**src/io_exp_pkg.sv**
```systemverilog
// shared constants, register map and state record for the motion task i/o expansion
package io_exp_pkg;
  // apb register byte offsets
  localparam logic [7:0] OFS_CTRL = 8'h00; // sequence-step signalling form
  localparam logic [7:0] OFS_IN_MAP = 8'h04; // input function to pin map
  localparam logic [7:0] OFS_OUT_MAP = 8'h08; // output pin to function map
  localparam logic [7:0] OFS_WIN_CFG = 8'h0c; // window flag conditions
  localparam logic [7:0] OFS_STATUS = 8'h10; // read-only status
  // reset values (the default pin functions)
  localparam logic [31:0] RST_CTRL = 32'h0000_0000; // toggle form
  localparam logic [23:0] RST_IN_MAP = 24'hdc_ba98; // pins 8..13
  localparam logic [31:0] RST_OUT_MAP = 32'h9876_5321;
  localparam logic [23:0] RST_WIN_CFG = 24'h00_0980; // flag1=limit1, flag2=limit2
  // field positions
  localparam int CTRL_FORM_BIT = 0; // 0 toggle, 1 level until in position
  localparam int ST_FE_WARN_BIT = 0;
  localparam int ST_RM_WARN_BIT = 1;
  localparam int ST_SEQ_BIT = 2;
  localparam int ST_JOG_BIT = 3;
  localparam int ST_BLK_LSB = 8;
  localparam int ST_PINS_LSB = 16;
  localparam int WIN_EN_BIT = 3; // per 4-bit window field: enable, then 3-bit select
  // input function slots within the input map
  localparam int FN_HOME = 0;
  localparam int FN_CLEAR = 1;
  localparam int FN_NEXT = 2;
  localparam int FN_JOG = 3;
  localparam int FN_RESUME = 4;
  localparam int FN_START = 5;
  // output function codes
  localparam logic [3:0] OF_OFF = 4'h0;
  localparam logic [3:0] OF_TGT = 4'h1;
  localparam logic [3:0] OF_SEQ = 4'h2;
  localparam logic [3:0] OF_FE_N = 4'h3;
  localparam logic [3:0] OF_WIN0 = 4'h4; // window flags 0..5 follow on
  // sizes
  localparam int N_IN = 14;
  localparam int N_OUT = 8;
  localparam int N_FN = 6;
  localparam int CNT_W = 12;
  // input filter timing
  localparam int FILT_TIME_NS = 50000;
  localparam int CLK_PERIOD_NS = 20;
  localparam int FILT_CYCLES_DEF = (FILT_TIME_NS + CLK_PERIOD_NS - 1) / CLK_PERIOD_NS;

  // pulses and levels handed to the motion core
  typedef struct packed {
    logic start_task;
    logic [7:0] task_num;
    logic start_home;
    logic start_next;
    logic resume;
    logic jog_start;
    logic jog_cancel;
    logic home_sw;
  } cmd_t;

  // whole state of the block
  typedef struct packed {
    logic [N_IN-1:0] sync1;
    logic [N_IN-1:0] sync2;
    logic [N_IN-1:0] filt;
    logic [N_IN-1:0][CNT_W-1:0] cnt;
    logic [N_FN-1:0] fn_prev;
    logic [31:0] ctrl;
    logic [23:0] in_map;
    logic [31:0] out_map;
    logic [23:0] win_cfg;
    logic [1:0] warn;
    logic seq_lvl;
    logic jog_act;
    logic [5:0] win;
    logic [N_OUT-1:0] outs;
    logic [31:0] prdata;
    cmd_t cmd;
  } state_t;
endpackage

```
**src/motion_task_io_expansion.sv**
```systemverilog
// digital i/o expansion: filtered command inputs, remappable status outputs, apb registers
//
// Design decisions made here: the placing of the registers and register access over APB.
module motion_task_io_expansion #(
  parameter int unsigned FILT_CYCLES = io_exp_pkg::FILT_CYCLES_DEF
) (
  input wire logic i_sys_clk,
  input wire logic i_rst,
  // apb slave
  input wire logic i_psel,
  input wire logic i_penable,
  input wire logic i_pwrite,
  input wire logic [7:0] i_paddr,
  input wire logic [31:0] i_pwdata,
  output logic [31:0] o_prdata,
  output logic o_pready,
  output logic o_pslverr,
  // expansion pins
  input wire logic [io_exp_pkg::N_IN-1:0] i_pins,
  output logic [io_exp_pkg::N_OUT-1:0] o_pins,
  // motion core side
  input wire logic i_pos_in_window,
  input wire logic i_follow_err_exceeded,
  input wire logic [7:0] i_pos_cond,
  input wire logic i_seq_task_start,
  input wire logic i_seq_first,
  input wire logic i_fe_warn_evt,
  input wire logic i_rm_warn_evt,
  input wire logic i_base_home_sel,
  input wire logic i_base_home,
  input wire logic i_base_next_start,
  output io_exp_pkg::cmd_t o_cmd,
  output logic [1:0] o_warn
);
  import io_exp_pkg::*;

  state_t s_r; // registered state
  state_t s_nxt; // next state

  // pick one pin level by 4-bit index, out of range reads low
  function automatic logic pin_of(input logic [N_IN-1:0] v, input logic [3:0] idx);
    pin_of = (int'(idx) < N_IN) ? v[idx] : 1'b0;
  endfunction

  // source level for an output function code
  function automatic logic out_src(input logic [3:0] code, input logic tgt,
                                   input logic seq, input logic fe_n,
                                   input logic [5:0] win);
    if (code == OF_TGT) begin
      out_src = tgt;
    end else if (code == OF_SEQ) begin
      out_src = seq;
    end else if (code == OF_FE_N) begin
      out_src = fe_n;
    end else if (code >= OF_WIN0 && code < OF_WIN0 + 4'd6) begin
      out_src = win[3'(code - OF_WIN0)];
    end else begin
      out_src = 1'b0;
    end
  endfunction

  logic [N_FN-1:0] fn_now; // mapped, filtered command levels
  logic [N_FN-1:0] fn_rise; // rising edges of those
  logic [N_FN-1:0] fn_fall; // falling edges
  logic [7:0] blk_num; // block number from the select pins
  logic setup_ph; // apb setup cycle
  logic access_ph; // apb access cycle
  logic addr_ok; // address decodes to a register
  logic next_req; // next-task request from either source
  // the filter adds latency of about FILT_CYCLES edges to every command taken from the expansion pins;
  // that is the price of rejecting contact bounce

  // address decode and combinational handshake, always zero wait states
  always_comb begin
    setup_ph = i_psel && !i_penable;
    access_ph = i_psel && i_penable;
    addr_ok = (i_paddr == OFS_CTRL) || (i_paddr == OFS_IN_MAP) || (i_paddr == OFS_OUT_MAP)
              || (i_paddr == OFS_WIN_CFG) || (i_paddr == OFS_STATUS);
    o_pready = access_ph;
    o_pslverr = access_ph && !addr_ok;
  end

  // command function levels: each function reads the pin its map names
  always_comb begin
    for (int f = 0; f < N_FN; f++) begin
      fn_now[f] = pin_of(s_r.filt, s_r.in_map[f*4 +: 4]);
    end
    fn_rise = fn_now & ~s_r.fn_prev;
    fn_fall = ~fn_now & s_r.fn_prev;
    blk_num = s_r.filt[7:0];
    next_req = fn_rise[FN_NEXT] || i_base_next_start;
  end

  // next state
  always_comb begin
    s_nxt = s_r;
    // pulses last one cycle
    s_nxt.cmd.start_task = 1'b0;
    s_nxt.cmd.start_home = 1'b0;
    s_nxt.cmd.start_next = 1'b0;
    s_nxt.cmd.resume = 1'b0;
    s_nxt.cmd.jog_start = 1'b0;
    s_nxt.cmd.jog_cancel = 1'b0;

    // two-flop synchroniser, the first stage only feeds the second
    s_nxt.sync1 = i_pins;
    s_nxt.sync2 = s_r.sync1;
    // debounce: a new level must stand for the whole filter time
    for (int k = 0; k < N_IN; k++) begin
      if (s_r.sync2[k] == s_r.filt[k]) begin
        s_nxt.cnt[k] = '0;
      end else if (s_r.cnt[k] == CNT_W'(FILT_CYCLES - 1)) begin
        s_nxt.filt[k] = s_r.sync2[k];
        s_nxt.cnt[k] = '0;
      end else begin
        s_nxt.cnt[k] = s_r.cnt[k] + 1'b1;
      end
    end
    s_nxt.fn_prev = fn_now;

    // home switch: the base unit input wins when configured
    // the expansion pin is still filtered so a later switch-over is clean
    s_nxt.cmd.home_sw = i_base_home_sel ? i_base_home : fn_now[FN_HOME];

    // start addressed task, or homing when block zero is addressed
    if (fn_rise[FN_START]) begin
      if (blk_num != 8'h00) begin
        s_nxt.cmd.start_task = 1'b1;
        s_nxt.cmd.task_num = blk_num;
      end else begin
        s_nxt.cmd.start_home = 1'b1;
      end
    end
    // next task, early requests are dropped rather than stored
    if (next_req && i_pos_in_window) begin
      s_nxt.cmd.start_next = 1'b1;
    end
    // resume is a plain pulse, the core keeps the interrupted task
    if (fn_rise[FN_RESUME]) begin
      s_nxt.cmd.resume = 1'b1;
    end
    // jog follows the pin edges
    if (fn_rise[FN_JOG]) begin
      s_nxt.cmd.jog_start = 1'b1;
      s_nxt.jog_act = 1'b1;
    end else if (fn_fall[FN_JOG] && s_r.jog_act) begin
      s_nxt.cmd.jog_cancel = 1'b1;
      s_nxt.jog_act = 1'b0;
    end

    // warnings: clear first, a same-cycle event then sets again
    if (fn_rise[FN_CLEAR]) begin
      s_nxt.warn = 2'b00;
    end
    if (i_fe_warn_evt) begin
      s_nxt.warn[ST_FE_WARN_BIT] = 1'b1;
    end
    if (i_rm_warn_evt) begin
      s_nxt.warn[ST_RM_WARN_BIT] = 1'b1;
    end

    // sequence-step output
    if (!s_r.ctrl[CTRL_FORM_BIT]) begin
      if (i_seq_task_start && i_seq_first) begin
        s_nxt.seq_lvl = 1'b0;
      end else if (i_seq_task_start) begin
        s_nxt.seq_lvl = !s_r.seq_lvl;
      end
    end else begin
      // alternative form: high from task start until in position
      if (i_seq_task_start) begin
        s_nxt.seq_lvl = 1'b1;
      end else if (i_pos_in_window) begin
        s_nxt.seq_lvl = 1'b0;
      end
    end

    // window flags: each enabled flag follows its selected condition
    // registered once here and again at the pins, hence two edges of lag
    for (int w = 0; w < 6; w++) begin
      s_nxt.win[w] = s_r.win_cfg[w*4 + WIN_EN_BIT] && i_pos_cond[s_r.win_cfg[w*4 +: 3]];
    end

    // output pins through the output map; no wire-break sensing exists
    for (int p = 0; p < N_OUT; p++) begin
      s_nxt.outs[p] = out_src(s_r.out_map[p*4 +: 4], i_pos_in_window, s_r.seq_lvl,
                              !i_follow_err_exceeded, s_r.win);
    end

    // apb read data is fetched in the setup cycle
    // so it stands from a flop by the access edge with no wait state
    if (setup_ph && !i_pwrite) begin
      case (i_paddr)
        OFS_CTRL: s_nxt.prdata = s_r.ctrl;
        OFS_IN_MAP: s_nxt.prdata = {8'h00, s_r.in_map};
        OFS_OUT_MAP: s_nxt.prdata = s_r.out_map;
        OFS_WIN_CFG: s_nxt.prdata = {8'h00, s_r.win_cfg};
        OFS_STATUS: begin
          s_nxt.prdata = '0;
          s_nxt.prdata[ST_FE_WARN_BIT] = s_r.warn[ST_FE_WARN_BIT];
          s_nxt.prdata[ST_RM_WARN_BIT] = s_r.warn[ST_RM_WARN_BIT];
          s_nxt.prdata[ST_SEQ_BIT] = s_r.seq_lvl;
          s_nxt.prdata[ST_JOG_BIT] = s_r.jog_act;
          s_nxt.prdata[ST_BLK_LSB +: 8] = blk_num;
          s_nxt.prdata[ST_PINS_LSB +: N_IN] = s_r.filt;
        end
        default: s_nxt.prdata = '0;
      endcase
    end
    // apb writes take effect at the access edge
    if (access_ph && i_pwrite) begin
      case (i_paddr)
        OFS_CTRL: s_nxt.ctrl = {31'h0000_0000, i_pwdata[CTRL_FORM_BIT]};
        OFS_IN_MAP: s_nxt.in_map = i_pwdata[23:0];
        OFS_OUT_MAP: s_nxt.out_map = i_pwdata;
        OFS_WIN_CFG: s_nxt.win_cfg = i_pwdata[23:0];
        default: s_nxt.ctrl = s_r.ctrl; // status and holes ignore writes
      endcase
    end
  end

  // state register, synchronous reset to the default functions
  always_ff @(posedge i_sys_clk) begin
    if (i_rst) begin
      s_r <= '0;
      s_r.ctrl <= RST_CTRL;
      s_r.in_map <= RST_IN_MAP;
      s_r.out_map <= RST_OUT_MAP;
      s_r.win_cfg <= RST_WIN_CFG;
    end else begin
      s_r <= s_nxt;
    end
  end

  // outputs straight from flops
  always_comb begin
    o_prdata = s_r.prdata;
    o_pins = s_r.outs;
    o_cmd = s_r.cmd;
    o_warn = s_r.warn;
  end

  // checks
  // checks on flopped outputs look one edge ahead; o_pslverr is combinational, so its check is same-cycle
  // antecedents use the registered state so a mid-run write cannot confuse them
  // flag outputs lag their conditions by two edges, so flags are checked on s_r.win
  // command checks use the mapped levels, so they still hold after remapping
  tgt_out_a: assert property (@(posedge i_sys_clk) disable iff (i_rst)
    s_r.out_map[3:0] == OF_TGT |=> o_pins[0] == $past(i_pos_in_window))
    else $error("target output does not follow window");
  fe_low_a: assert property (@(posedge i_sys_clk) disable iff (i_rst)
    s_r.out_map[11:8] == OF_FE_N |=> o_pins[2] == !$past(i_follow_err_exceeded))
    else $error("following error output wrong level");
  next_gate_a: assert property (@(posedge i_sys_clk) disable iff (i_rst)
    o_cmd.start_next |-> $past(i_pos_in_window) && $past(next_req))
    else $error("next task started outside window");
  next_ok_a: assert property (@(posedge i_sys_clk) disable iff (i_rst)
    i_base_next_start && i_pos_in_window |=> o_cmd.start_next)
    else $error("base next request lost");
  warn_clr_a: assert property (@(posedge i_sys_clk) disable iff (i_rst)
    fn_rise[FN_CLEAR] && !i_fe_warn_evt && !i_rm_warn_evt |=> o_warn == 2'b00)
    else $error("warnings not cleared");
  home_sel_a: assert property (@(posedge i_sys_clk) disable iff (i_rst)
    i_base_home_sel |=> o_cmd.home_sw == $past(i_base_home))
    else $error("expansion home used while base home selected");
  jog_edge_a: assert property (@(posedge i_sys_clk) disable iff (i_rst)
    fn_rise[FN_JOG] |=> o_cmd.jog_start && !o_cmd.jog_cancel ##1 !o_cmd.jog_start)
    else $error("jog start pulse wrong");
  start_sel_a: assert property (@(posedge i_sys_clk) disable iff (i_rst)
    fn_rise[FN_START] && blk_num != 8'h00
    |=> o_cmd.start_task && o_cmd.task_num == $past(blk_num) && !o_cmd.start_home)
    else $error("addressed task not started");
  home_task_a: assert property (@(posedge i_sys_clk) disable iff (i_rst)
    fn_rise[FN_START] && blk_num == 8'h00 |=> o_cmd.start_home && !o_cmd.start_task)
    else $error("homing not started for block zero");
  seq_first_a: assert property (@(posedge i_sys_clk) disable iff (i_rst)
    !s_r.ctrl[CTRL_FORM_BIT] && i_seq_task_start && i_seq_first |=> !s_r.seq_lvl)
    else $error("sequence output not low at first task");
  seq_tog_a: assert property (@(posedge i_sys_clk) disable iff (i_rst)
    !s_r.ctrl[CTRL_FORM_BIT] && i_seq_task_start && !i_seq_first
    |=> s_r.seq_lvl != $past(s_r.seq_lvl))
    else $error("sequence output did not toggle");
  filt_hold_a: assert property (@(posedge i_sys_clk) disable iff (i_rst)
    $changed(s_r.filt[0]) |-> $past(s_r.cnt[0]) == CNT_W'(FILT_CYCLES - 1))
    else $error("filtered input changed before filter time");
  flag_one_a: assert property (@(posedge i_sys_clk) disable iff (i_rst)
    s_r.win_cfg[7:4] == 4'h8 |=> s_r.win[1] == $past(i_pos_cond[0]))
    else $error("window flag one not tracking limit one");
  // resume gives a pulse on the edge after each rising edge
  resume_pulse_a: assert property (@(posedge i_sys_clk) disable iff (i_rst)
    fn_rise[FN_RESUME] |=> o_cmd.resume)
    else $error("resume pulse missing");
  // falling jog edge cancels only a running jog
  jog_cancel_a: assert property (@(posedge i_sys_clk) disable iff (i_rst)
    fn_fall[FN_JOG] && s_r.jog_act |=> o_cmd.jog_cancel && !s_r.jog_act)
    else $error("jog not cancelled on falling edge");
  // a warning event always sets its flag, even against a clear
  fe_warn_set_a: assert property (@(posedge i_sys_clk) disable iff (i_rst)
    i_fe_warn_evt |=> o_warn[ST_FE_WARN_BIT])
    else $error("following error warning not set");
  rm_warn_set_a: assert property (@(posedge i_sys_clk) disable iff (i_rst)
    i_rm_warn_evt |=> o_warn[ST_RM_WARN_BIT])
    else $error("response warning not set");
  // expansion home pin is used when the base unit does not own homing
  home_exp_a: assert property (@(posedge i_sys_clk) disable iff (i_rst)
    !i_base_home_sel |=> o_cmd.home_sw == $past(fn_now[FN_HOME]))
    else $error("expansion home level not passed on");
  // flag two follows limit two while its default selection stands
  flag_two_a: assert property (@(posedge i_sys_clk) disable iff (i_rst)
    s_r.win_cfg[11:8] == 4'h9 |=> s_r.win[2] == $past(i_pos_cond[1]))
    else $error("window flag two not tracking limit two");
  // a flag without an enabled condition stays low
  flag_off_a: assert property (@(posedge i_sys_clk) disable iff (i_rst)
    !s_r.win_cfg[WIN_EN_BIT] |=> !s_r.win[0])
    else $error("unconfigured flag zero went high");
  // level form raises the sequence output at every task start
  seq_alt_a: assert property (@(posedge i_sys_clk) disable iff (i_rst)
    s_r.ctrl[CTRL_FORM_BIT] && i_seq_task_start |=> s_r.seq_lvl)
    else $error("sequence output not raised in level form");
  // the sequence pin shows the sequence level one edge later
  seq_pin_a: assert property (@(posedge i_sys_clk) disable iff (i_rst)
    s_r.out_map[7:4] == OF_SEQ |=> o_pins[1] == $past(s_r.seq_lvl))
    else $error("sequence pin does not follow level");
  // the task number is the select pins read as an unsigned number
  blk_num_a: assert property (@(posedge i_sys_clk) disable iff (i_rst)
    fn_rise[FN_START] && blk_num != 8'h00 |=> o_cmd.task_num == $past(s_r.filt[7:0]))
    else $error("task number not taken from select pins");
  // an early next request is dropped, not stored
  next_early_a: assert property (@(posedge i_sys_clk) disable iff (i_rst)
    next_req && !i_pos_in_window |=> !o_cmd.start_next)
    else $error("next task started before target reached");
  // unmapped addresses answer with an error
  bad_addr_a: assert property (@(posedge i_sys_clk) disable iff (i_rst)
    i_psel && i_penable && !addr_ok |-> o_pslverr)
    else $error("unmapped address not refused");
  // an output map write lands at the access edge
  map_write_a: assert property (@(posedge i_sys_clk) disable iff (i_rst)
    i_psel && i_penable && i_pwrite && i_paddr == OFS_OUT_MAP
    |=> s_r.out_map == $past(i_pwdata))
    else $error("output map write lost");
  start_cov: cover property (@(posedge i_sys_clk) disable iff (i_rst) o_cmd.start_task);
  // level form of the sequence output in use
  seq_alt_cov: cover property (@(posedge i_sys_clk) disable iff (i_rst)
    s_r.ctrl[CTRL_FORM_BIT] && i_seq_task_start);
  jog_cov: cover property (@(posedge i_sys_clk) disable iff (i_rst)
    o_cmd.jog_start ##[1:50] o_cmd.jog_cancel);
  next_cov: cover property (@(posedge i_sys_clk) disable iff (i_rst) o_cmd.start_next);
  seq_cov: cover property (@(posedge i_sys_clk) disable iff (i_rst)
    i_seq_task_start && !i_seq_first);
endmodule

```
**config.mk**
```make
export PLATFORM = sky130hd
export DESIGN_NAME = motion_task_io_expansion
export DESIGN_NICKNAME = d
export VERILOG_FILES = /design/src/io_exp_pkg.sv /design/src/motion_task_io_expansion.sv
export SDC_FILE = /design/constraint.sdc
export NUM_CORES = 1
export LEC_CHECK = 0
export BUFFER_PORTS_ARGS = -buffer_cell sky130_fd_sc_hd__buf_2
export CAP_MARGIN = 20
export CORE_UTILIZATION = 65
export DETAILED_ROUTE_END_ITERATION = 8
export PLACE_DENSITY = 0.88
export SLEW_MARGIN = 20
export SYNTH_ARGS = -nofsm -noshare
export SYNTH_HDL_FRONTEND = slang
export SYNTH_SLANG_ARGS = --single-unit
export TNS_END_PERCENT = 5
```
**constraint.sdc**
```tcl
create_clock -name i_sys_clk -period 5 [get_ports i_sys_clk]
set_input_delay 0.75 -clock i_sys_clk [delete_from_list [all_inputs] [get_ports i_sys_clk]]
set_output_delay 0.75 -clock i_sys_clk [all_outputs]
set_load 0.01 [all_outputs]
```
==> key figures, run 1 <==
STA
  – Min Tclk post-route: 2.84 ns
  – Final Hold Fails: 0
  – Slew @ Worst Pin: 1.14 ns
  – Max Slew Vio Count: 0
  – Final hold slack: 0.412 ns
  – Setup TNS: 0 ns
  – Final setup viols: 0
  – Clock skew: 0.0206 ns
  – Rel. slew slack: 0.237
  – RSZ-0062 raised after global routing: no
  – Final period util: 0.567
  – Maximum clock rate: 353 MHz

Route
  – TritonRoute pass-1 iters: 6
  – Vias after detailed routing: 13300
  – WL/cell: 17.6 um
  – Final WL: 39100 um
  – Final ANT Viol Nets: 0
  – 1st-iter DRT viols: 1610
  – Vias/cell: 6.00
  – # DRC: 0

Global routing
  – Overflow after GRT: 0
  – Vias in the first global route: 12600
  – Largest net degree at the start of global routing: 93
  – Initial antenna violation count: 2
  – GRT Util Overall: 0.299
  – Global-route wire length before repair: 63000 um

Power
  – Maximum vdd drop: 0.000275 V
  – Pwr Density: 327 nW/um2
  – Lkg Pwr: 0.00678 uW

Layout
  – Final nets: 1949
  – Filler instances: 1788
  – Finished Layout Cells: 2216
  – Area of the multi-input gates: 8370 um2
  – Register area: 7230 um2
  – Finished layout cell area: 18000 um2
  – Layout area overhead: 8.65%
  – Layout cells sized above 1: 0.141

Logic synthesis
  – Syn_nets: 1936
  – Post-synth EDFFs: 0
  – Mean post-synth cell area: 8.98 um2
  – Top FF cell, synth: dfxtp_1
  – Post-Syn Area: 16600 um2
  – Ys async rst share: 0
  – Netlist cell types: 58
  – Warnings, synthesis: 0
  – Seq/Total Area, Yosys: 0.436
  – Cells after Synth: 1846
  – Synth Register Bits: 361

Setup path
  – Worst R2R Start: s_r[305]
  – CP Launch Type: input pin
  – Worst setup EP type: primary output
  – Reg-to-reg critical path endpoint: s_r[307]
  – Worst setup path class: input pin to primary output
  – CP Max Fanout: 25
  – Worst r2r path cells: 4
  – Required time of the critical path: 4.25 ns
  – Arrival @ worst endpoint: 2.09 ns
  – Register-to-register setup slack: 2.79 ns

Clock network
  – CTS Hold Bufs: 0
  – Clock Latency Late Sink: 0.52 ns
  – Clock sink count: 361
  – Root Driver: clkbuf_16
  – Max clock buf depth: 3
  – Setup bufs post-CTS: 0
  – Post-CTS Resized: 0
  – H-tree Lvls: 2
  – Clock transition at path regs: 0.06 ns
  – CTS tree: built
  – CTS buffer count: 37

Place
  – Placed cells: 2150
  – Post-DP HPWL: 26700 um
  – GP Congestion: 0.953
  – Buffers on Ports: 134
  – DP Area: 16800 um2

Floorplan
  – Core Area: 25100 um2
  – Die Ht: 162 um
  – Die ar.: 26200 um2
  – Num ports: 135
  – Num rows: 58
  – Chip Width: 162 um
  – Initial Util: 0.660

Flow run
  – Max Cap Viol: 0

Min path
  – HP Class: flip-flop to flip-flop
  – Hold worst-path end: o_cmd[3]
  – Worst min-delay path startpoint: s_r[181]
  – Worst hold stages: 1

Status
  – Status: finished, final reports clean
## synth_stat cells (4+ instances only)
| master | count | area share |
|---|---|---|
| inv_1 | 18 | 0.0041 |
| nor4b_1 | 4 | 0.0021 |
| nor3b_1 | 8 | 0.0036 |
| mux4_2 | 29 | 0.039 |
| nor2_1 | 247 | 0.056 |
| a21oi_1 | 75 | 0.023 |
| nand2_1 | 230 | 0.052 |
| nor2b_1 | 53 | 0.020 |
| xor2_1 | 87 | 0.046 |
| dfxtp_1 | 361 | 0.44 |
| clkbuf_1 | 77 | 0.017 |
| buf_2 | 13 | 0.0039 |
| o22ai_1 | 20 | 0.0075 |
| buf_4 | 64 | 0.029 |
| nand3_1 | 77 | 0.023 |
| a22oi_1 | 26 | 0.012 |
| ha_1 | 14 | 0.011 |
| nand4_1 | 28 | 0.011 |
| mux2i_1 | 58 | 0.035 |
| a22o_1 | 29 | 0.015 |
| nand3b_1 | 31 | 0.014 |
| nand2b_1 | 9 | 0.0034 |
| nor3_1 | 34 | 0.010 |
| a211oi_1 | 19 | 0.0086 |
| o21a_1 | 8 | 0.0036 |
| and4_1 | 7 | 0.0037 |
| xnor2_1 | 67 | 0.035 |
| nor4_1 | 12 | 0.0045 |
| buf_6 | 5 | 0.0034 |
| a221oi_1 | 9 | 0.0048 |
| and3_1 | 40 | 0.015 |
| and2_1 | 4 | 0.0015 |
| o21ai_2 | 6 | 0.0032 |
| mux2_2 | 17 | 0.012 |
| or4b_2 | 6 | 0.0036 |
| nand4b_1 | 6 | 0.0032 |
| or3_1 | 15 | 0.0057 |
## layer usage
layer / global-route usage / wire (um) / vias to the layer above
li1: - / - / 6331
met1: 0.392 / 16200 / 6265
met2: 0.477 / 17800 / 582
met3: 0.0776 / 3900 / 114
met4: 0.104 / 1190 / 0
met5: 0 / 0 / -
## worst max path at each step
stage / start / to / depth (start not counted)
after floorplan: i_paddr[1] / o_pslverr / 4
final: i_paddr[2] / o_pslverr / 5
after global placement: i_paddr[1] / s_r[69] / 6
after CTS: i_paddr[1] / o_pslverr / 6
after global routing: i_paddr[2] / o_pslverr / 5
after detailed placement: i_paddr[1] / s_r[71] / 6
## cells in the final DEF (no fill, tap or decap), types with 11 or more instances in the layout
cell,synthesis,layout
a211oi_1,19,19
a21oi_1,75,75
a22o_1,29,29
a22oi_1,26,26
and3_1,40,40
buf_2,13,133
clkbuf_1,77,11
clkbuf_16,0,37
dfxtp_1,361,361
ha_1,14,14
inv_1,18,18
mux2_2,17,17
mux2i_1,58,58
mux4_2,29,29
nand2_1,230,230
nand3_1,77,77
nand3b_1,31,31
nand4_1,28,28
nor2_1,247,246
nor2b_1,53,53
nor3_1,34,34
nor4_1,12,12
o22ai_1,20,20
or3_1,15,15
xnor2_1,67,67
xor2_1,87,87
## kinds of logic after synthesis
family / synth area share
compound gates: 0.0859
buf+inv: 0.0594
simple gates: 0.241
xor+xnor: 0.0813
flops: 0.436
mux: 0.0859
fa+ha+maj: 0.0112
## layout make-up
class / count / area share
repair buffers: 139 / 0.0397
inverters: 18 / 0.00375
diodes: 2 / 0.000278
multi-input cells: 1302 / 0.465
clock inverters: 8 / 0.00778
well taps: 330 / 0.0229
flip-flops and latches: 361 / 0.401
clock buffers: 56 / 0.0598
## sequential cells by signal (all words and copies together) (netlist names)
name,cells
o_cmd,15
s_nxt,14
o_pins,8
o_prdata,32
blk_num,8
o_warn,2
s_r,282
## worst max-delay path: stages
cell and delay [ns]:
buf_2 0.52, nor2_1 0.16, o21ai_1 0.36, and2_1 0.18
buf_2 0.12
## per-stage QoR
step | util | total power, uW | setup slack, ns
after floorplan | - | 3090 | 2.51
after global placement | 0.669 | 3160 | 1.86
after detailed placement | 0.669 | 3160 | 1.83
after CTS | 0.717 | 5890 | 2.19
after global routing | 0.718 | 6050 | 2.06
final | 0.718 | 5890 | 2.16
## power breakdown
group | internal (uW) | switching (uW) | leakage [uW] | total (uW)
Clock | 1690 | 1090 | 0.000599 | 2780
Combinational | 75.8 | 118 | 0.00326 | 193
Sequential | 2900 | 15.5 | 0.00292 | 2910
Note: power is estimated with default switching activity, not from simulation.
==> run 2: changes to the inputs <==
Settings changed: ABC_AREA from default to 1, CORE_UTILIZATION 65 to 54, PLACE_DENSITY 0.88 to 0.78.
Clock period 5 ns to 2.39 ns, I/O delays scaled along.
==> key figures, run 2 <==
Global routing
  – Global-route wire length before repair: 73800 um
  – Vias in the first global route: 14600
  – Overflow after GRT: 0
  – Initial antenna violation count: 0
  – GRT Util Overall: 0.293
  – Largest net degree at the start of global routing: 44

Logic synthesis
  – Synth cell count leaders: 361 x dfxtp_1, 338 x nand2_1, 288 x inv_1, 224 x a21oi_1, 221 x nor2_1
  – Most common cell in the netlist: dfxtp_1
  – Largest family of logic cells by synthesized area: simple AND/OR/NAND/NOR gates
  – Syn_nets: 2380
  – Synth Register Bits: 361
  – Synth area leader: dfxtp_1
  – Netlist cell types: 43
  – Warnings, synthesis: 0
  – Seq/Total Area, Yosys: 0.434
  – Synth top area cells: dfxtp_1 43%, nand2_1 7.6%, a21oi_1 6.7%
  – Post-synth EDFFs: 0
  – Top FF cell, synth: dfxtp_1
  – Cells after Synth: 2290
  – Synth Area in Simple Gates: 0.244
  – XOR/XNOR share of the synthesized area: 0.0200
  – Compound-Gate Fraction of Synth Area: 0.179
  – Post-Syn Area: 16700 um2
  – Adder-Cell Fraction of Synth Area: 0.0105
  – Ys async rst share: 0
  – Multiplexer share of the synthesized area: 0
  – Mean post-synth cell area: 7.27 um2
  – Synth top area share: 0.434

Clock network
  – Clock sink count: 361
  – Root Driver: clkbuf_16
  – CTS tree: built
  – Post-CTS Resized: 0
  – CTS buffer count: 39
  – Setup bufs post-CTS: 0
  – Clock transition at path regs: 0.06 ns
  – H-tree Lvls: 2
  – CTS Hold Bufs: 0
  – Max clock buf depth: 3
  – Clock Latency Late Sink: 0.53 ns

Route
  – WL/cell: 16.7 um
  – # DRC: 0
  – Final WL: 46300 um
  – Final ANT Viol Nets: 0
  – 1st-iter DRT viols: 1458
  – TritonRoute pass-1 iters: 8
  – Vias/cell: 5.68
  – Vias after detailed routing: 15800

Setup path
  – Reg-to-reg critical path endpoint: o_cmd[6]
  – CP Launch Type: flip-flop
  – Arrival @ worst endpoint: 2.55 ns
  – CP bufs+invs: 1
  – Critical Path Slowest Stage Cell: dfxtp_1
  – Critical path's most frequent cell: nand2_1
  – Worst r2r path cells: 11
  – Worst setup EP type: flip-flop
  – Required time of the critical path: 2.80 ns
  – CP Depth: 11
  – Register-to-register setup slack: 0.25 ns
  – CP Max Fanout: 10
  – Worst setup path class: flip-flop to flip-flop
  – Delay of the slowest cell on the worst path: 0.60 ns
  – Critical path's top delay family: simple AND/OR/NAND/NOR gates
  – Worst R2R Start: s_r[141]
  – Critical Path Start: s_r[141]
  – Crit path cell chain: inv_1 -> nand2_1 -> nand3_1 -> nand2_1 -> nand2_1 -> nand2_1 -> nand2_1 -> nand2_1 -> nand2_1 -> nand2_1 -> a21oi_1
  – Critical Path End: o_cmd[6]

Layout
  – Finished Layout Cells: 2773
  – Layout area overhead: 11.5%
  – Final nets: 2442
  – Layout cells sized above 1: 0.110
  – Max reg flops: 282
  – Largest reg by FF count: s_r
  – Most frequent cells in the layout: 361 x dfxtp_1, 338 x nand2_1, 287 x inv_1
  – Commonest non-fill, non-tap cell in the layout: dfxtp_1
  – Filler instances: 2630
  – ANT cells: 0

Power
  – Tot Pwr: 12800 uW
  – Pwr Density: 690 nW/um2
  – Lkg Pwr: 0.00726 uW
  – Maximum vdd drop: 0.000499 V

Floorplan
  – Die Ht: 178 um
  – Die ar.: 31600 um2
  – Num ports: 135
  – Core Area: 30000 um2
  – Chip Width: 178 um
  – Num rows: 63
  – Initial Util: 0.555

Flow run
  – Max Cap Viol: 0

STA
  – RSZ-0062 raised after global routing: no
  – Max Slew Vio Count: 0
  – Clock skew: 0.0148 ns
  – Final Hold Fails: 0
  – Maximum clock rate: 467 MHz
  – Final setup viols: 0
  – Final hold slack: 0.0352 ns
  – Min Tclk post-route: 2.14 ns
  – Slew @ Worst Pin: 1.07 ns
  – Setup TNS: 0 ns
  – Final period util: 0.896
  – Rel. slew slack: 0.288

Place
  – GP Congestion: 1.02
  – Buffers on Ports: 134
  – Placed cells: 2701
  – Post-DP HPWL: 33900 um

Status
  – Status: finished, final reports clean

Min path
  – HP Class: input pin to flip-flop
run 2: cell count changes after synthesis, sizes merged, moves of 31 or more:
cell,delta
xor2,-59
clkbuf,-31
mux2i,-58
nand3,+93
a21oi,+149
nor2b,-53
xnor2,-57
nand2,+113
nor3,+31
inv,+275
and3,-37
o21ai,+215
o211ai,+44
run 2: worst min-delay path by stage:
stage | startpoint | to | cells past startpoint
2_1_floorplan | s_r[181] | o_cmd[3] | 1
3_3_place_gp | s_r[181] | o_cmd[3] | 1
3_5_place_dp | s_r[181] | o_cmd[3] | 1
4_1_cts | i_pins[13] | s_nxt[378] | 3
5_1_grt | i_pins[2] | s_nxt[367] | 3
6_report | i_seq_task_start | s_r[62] | 2
run 2: per-stage QoR:
step                 util  setup slack [ns]  instance area [um2]
detailed placement  0.573            0.0924                17200
global placement    0.573             0.181                17200
global route        0.618            0.0376                18600
floorplan               -             0.753                16700
finish              0.618             0.249                18600
CTS                 0.618             0.310                18600
run 2: layout make-up:
type	count	area [um2]	area share
Inverter	294	1100	0.0595
Clock buffer	57	1160	0.0627
Tap cell	390	488	0.0263
Sequential cell	361	7230	0.389
Timing Repair Buffer	152	821	0.0442
Clock inverter	15	196	0.0106
Multi-Input combinational cell	1504	7570	0.408
run 2: logic make-up (layout without fill, tap and decap cells):
family	after synthesis	after routing
buffers and inverters	425	518
adders and majority gates	14	14
xor gates and xnor gates	38	38
AOI/OAI and AO/OA	548	548
DFF	361	361
and+or+nand+nor	904	904
run 2: where the power goes:
part	internal (uW)	switching [uW]	total, uW
clock	3830	2490	6320
sequential	6060	32.5	6090
combinational	121	282	403
total	10000	2800	12800
run 2: layer usage:
layer | part of all wire | vias up | global-route usage
met5 | 0 | - | 0
met4 | 0.040 | 0 | 0.116
met3 | 0.091 | 146 | 0.0486
met2 | 0.44 | 709 | 0.477
met1 | 0.43 | 7217 | 0.386
li1 | - | 7691 | -
run 2: worst reg2reg max path: cells and delay by family (launching register included):
family | cells | cell delay (ns)
AND/OR/NAND/NOR | 9 | 1.11
flip-flops | 1 | 0.60
buffers and inverters | 1 | 0.25
AO/OA/AOI/OAI | 1 | 0.07
==> run 3: changes to the inputs <==
Settings changed: REMOVE_ABC_BUFFERS from default to 1.
==> key figures, run 3 (synthesized netlist as in run 2, its figures left out) <==
Status
  – Status: finished, final reports clean

Route
  – 1st-iter DRT viols: 1489
  – WL/cell: 16.6 um
  – Vias after detailed routing: 16100
  – TritonRoute pass-1 iters: 6
  – # DRC: 0
  – Final ANT Viol Nets: 0
  – Final WL: 46400 um
  – Vias/cell: 5.76

Layout
  – ANT cells: 0
  – Layout area overhead: 12.3%
  – Commonest non-fill, non-tap cell in the layout: dfxtp_1
  – Layout cells sized above 1: 0.117
  – Most frequent cells in the layout: 361 x dfxtp_1, 338 x nand2_1, 287 x inv_1
  – Max reg flops: 282
  – Filler instances: 2643
  – Final nets: 2464
  – Finished Layout Cells: 2789
  – Largest reg by FF count: s_r

Setup path
  – Required time of the critical path: 2.78 ns
  – Register-to-register setup slack: 0.37 ns
  – Worst R2R Start: s_r[141]
  – Worst setup path class: flip-flop to flip-flop
  – CP Max Fanout: 10
  – Worst setup EP type: flip-flop
  – Worst r2r path cells: 10
  – Arrival @ worst endpoint: 2.41 ns
  – Reg-to-reg critical path endpoint: o_cmd[5]
  – CP Launch Type: flip-flop

Power
  – Maximum vdd drop: 0.000439 V
  – Lkg Pwr: 0.00735 uW
  – Pwr Density: 673 nW/um2

Global routing
  – Overflow after GRT: 0
  – Vias in the first global route: 14600
  – Initial antenna violation count: 2
  – Global-route wire length before repair: 73100 um
  – Largest net degree at the start of global routing: 37
  – GRT Util Overall: 0.288

Clock network
  – Clock transition at path regs: 0.07 ns
  – Root Driver: clkbuf_16
  – Post-CTS Resized: 0
  – Max clock buf depth: 3
  – CTS tree: built
  – Clock sink count: 361
  – Clock Latency Late Sink: 0.53 ns
  – H-tree Lvls: 2
  – CTS Hold Bufs: 0
  – CTS buffer count: 38
  – Setup bufs post-CTS: 0

Floorplan
  – Core Area: 30000 um2
  – Num ports: 135
  – Die ar.: 31600 um2
  – Num rows: 63
  – Initial Util: 0.555
  – Die Ht: 178 um
  – Chip Width: 178 um

Place
  – Buffers on Ports: 134
  – Placed cells: 2724
  – GP Congestion: 1.00
  – Post-DP HPWL: 33300 um

Flow run
  – Max Cap Viol: 0

STA
  – Final period util: 0.847
  – Clock skew: 0.0228 ns
  – Final Hold Fails: 0
  – Rel. slew slack: 0.605
  – Min Tclk post-route: 2.02 ns
  – Slew @ Worst Pin: 0.591 ns
  – Max Slew Vio Count: 0
  – Final hold slack: 0.0342 ns
  – Final setup viols: 0
  – Maximum clock rate: 494 MHz
  – RSZ-0062 raised after global routing: no

Min path
  – Worst min-delay path startpoint: i_pins[2]
  – HP Class: input pin to flip-flop
  – Worst hold stages: 3
  – Hold worst-path end: s_nxt[367]
## run 3: area by class of cell
cell class | instances | area, um2 | share of cell area
multi-input cells | 1504 | 7570 | 0.405
flip-flops and latches | 361 | 7230 | 0.386
clock buffers | 58 | 1210 | 0.0647
inverters | 294 | 1100 | 0.0591
repair buffers | 175 | 1020 | 0.0545
well taps | 390 | 488 | 0.0261
clock inverters | 7 | 85.1 | 0.00455
## run 3: worst max-delay path, stage by stage (launching register included)
cell     delay (ns)
dfxtp_1        0.54
inv_1          0.21
nand2_1        0.10
nand3_1        0.08
nand2_1        0.08
nand2_1        0.05
nand2_1        0.06
nand2_1        0.06
nand2_1        0.20
nand2_1        0.12
nor3b_1        0.38
## run 3: per-layer routing
layer | routed length [um] | vias to the layer above | GRT usage
met2 | 20700 | 791 | 0.468
met5 | 17 | - | 0
li1 | - | 7720 | -
met1 | 19100 | 7387 | 0.376
met3 | 4870 | 151 | 0.0576
met4 | 1750 | 4 | 0.112
## run 3: worst max path at each step
stage	startpoint	endpoint	slack (ns)	cells after the start
2_1_floorplan	i_penable	o_prdata[3]	-0.70	4
3_3_place_gp	i_paddr[7]	s_r[69]	0.17	9
3_5_place_dp	i_paddr[7]	s_r[66]	0.07	9
4_1_cts	s_r[141]	o_cmd[5]	0.46	10
5_1_grt	blk_num[5]	o_cmd[11]	0.26	9
6_report	s_r[141]	o_cmd[5]	0.37	10
## run 3: metrics by stage
step / util / total power, uW / setup WS (ns) / setup TNS [ns] / cell area (um2)
after floorplan: - / 6390 / -0.701 / -76.38 / 15900
after CTS: 0.623 / 12700 / 0.461 / 0 / 18700
after detailed placement: 0.580 / 6640 / 0.0729 / 0 / 17400
after global placement: 0.580 / 6640 / 0.169 / 0 / 17400
after global routing: 0.623 / 12900 / 0.261 / 0 / 18700
final: 0.623 / 12600 / 0.367 / 0 / 18700
## run 3: power breakdown
| part | leakage (uW) | internal (uW) | switching, uW |
|---|---|---|---|
| sequential | 0.00292 | 6060 | 27.9 |
| clock | 0.000645 | 3690 | 2380 |
| combinational | 0.00379 | 139 | 296 |
| total | 0.00735 | 9890 | 2710 |
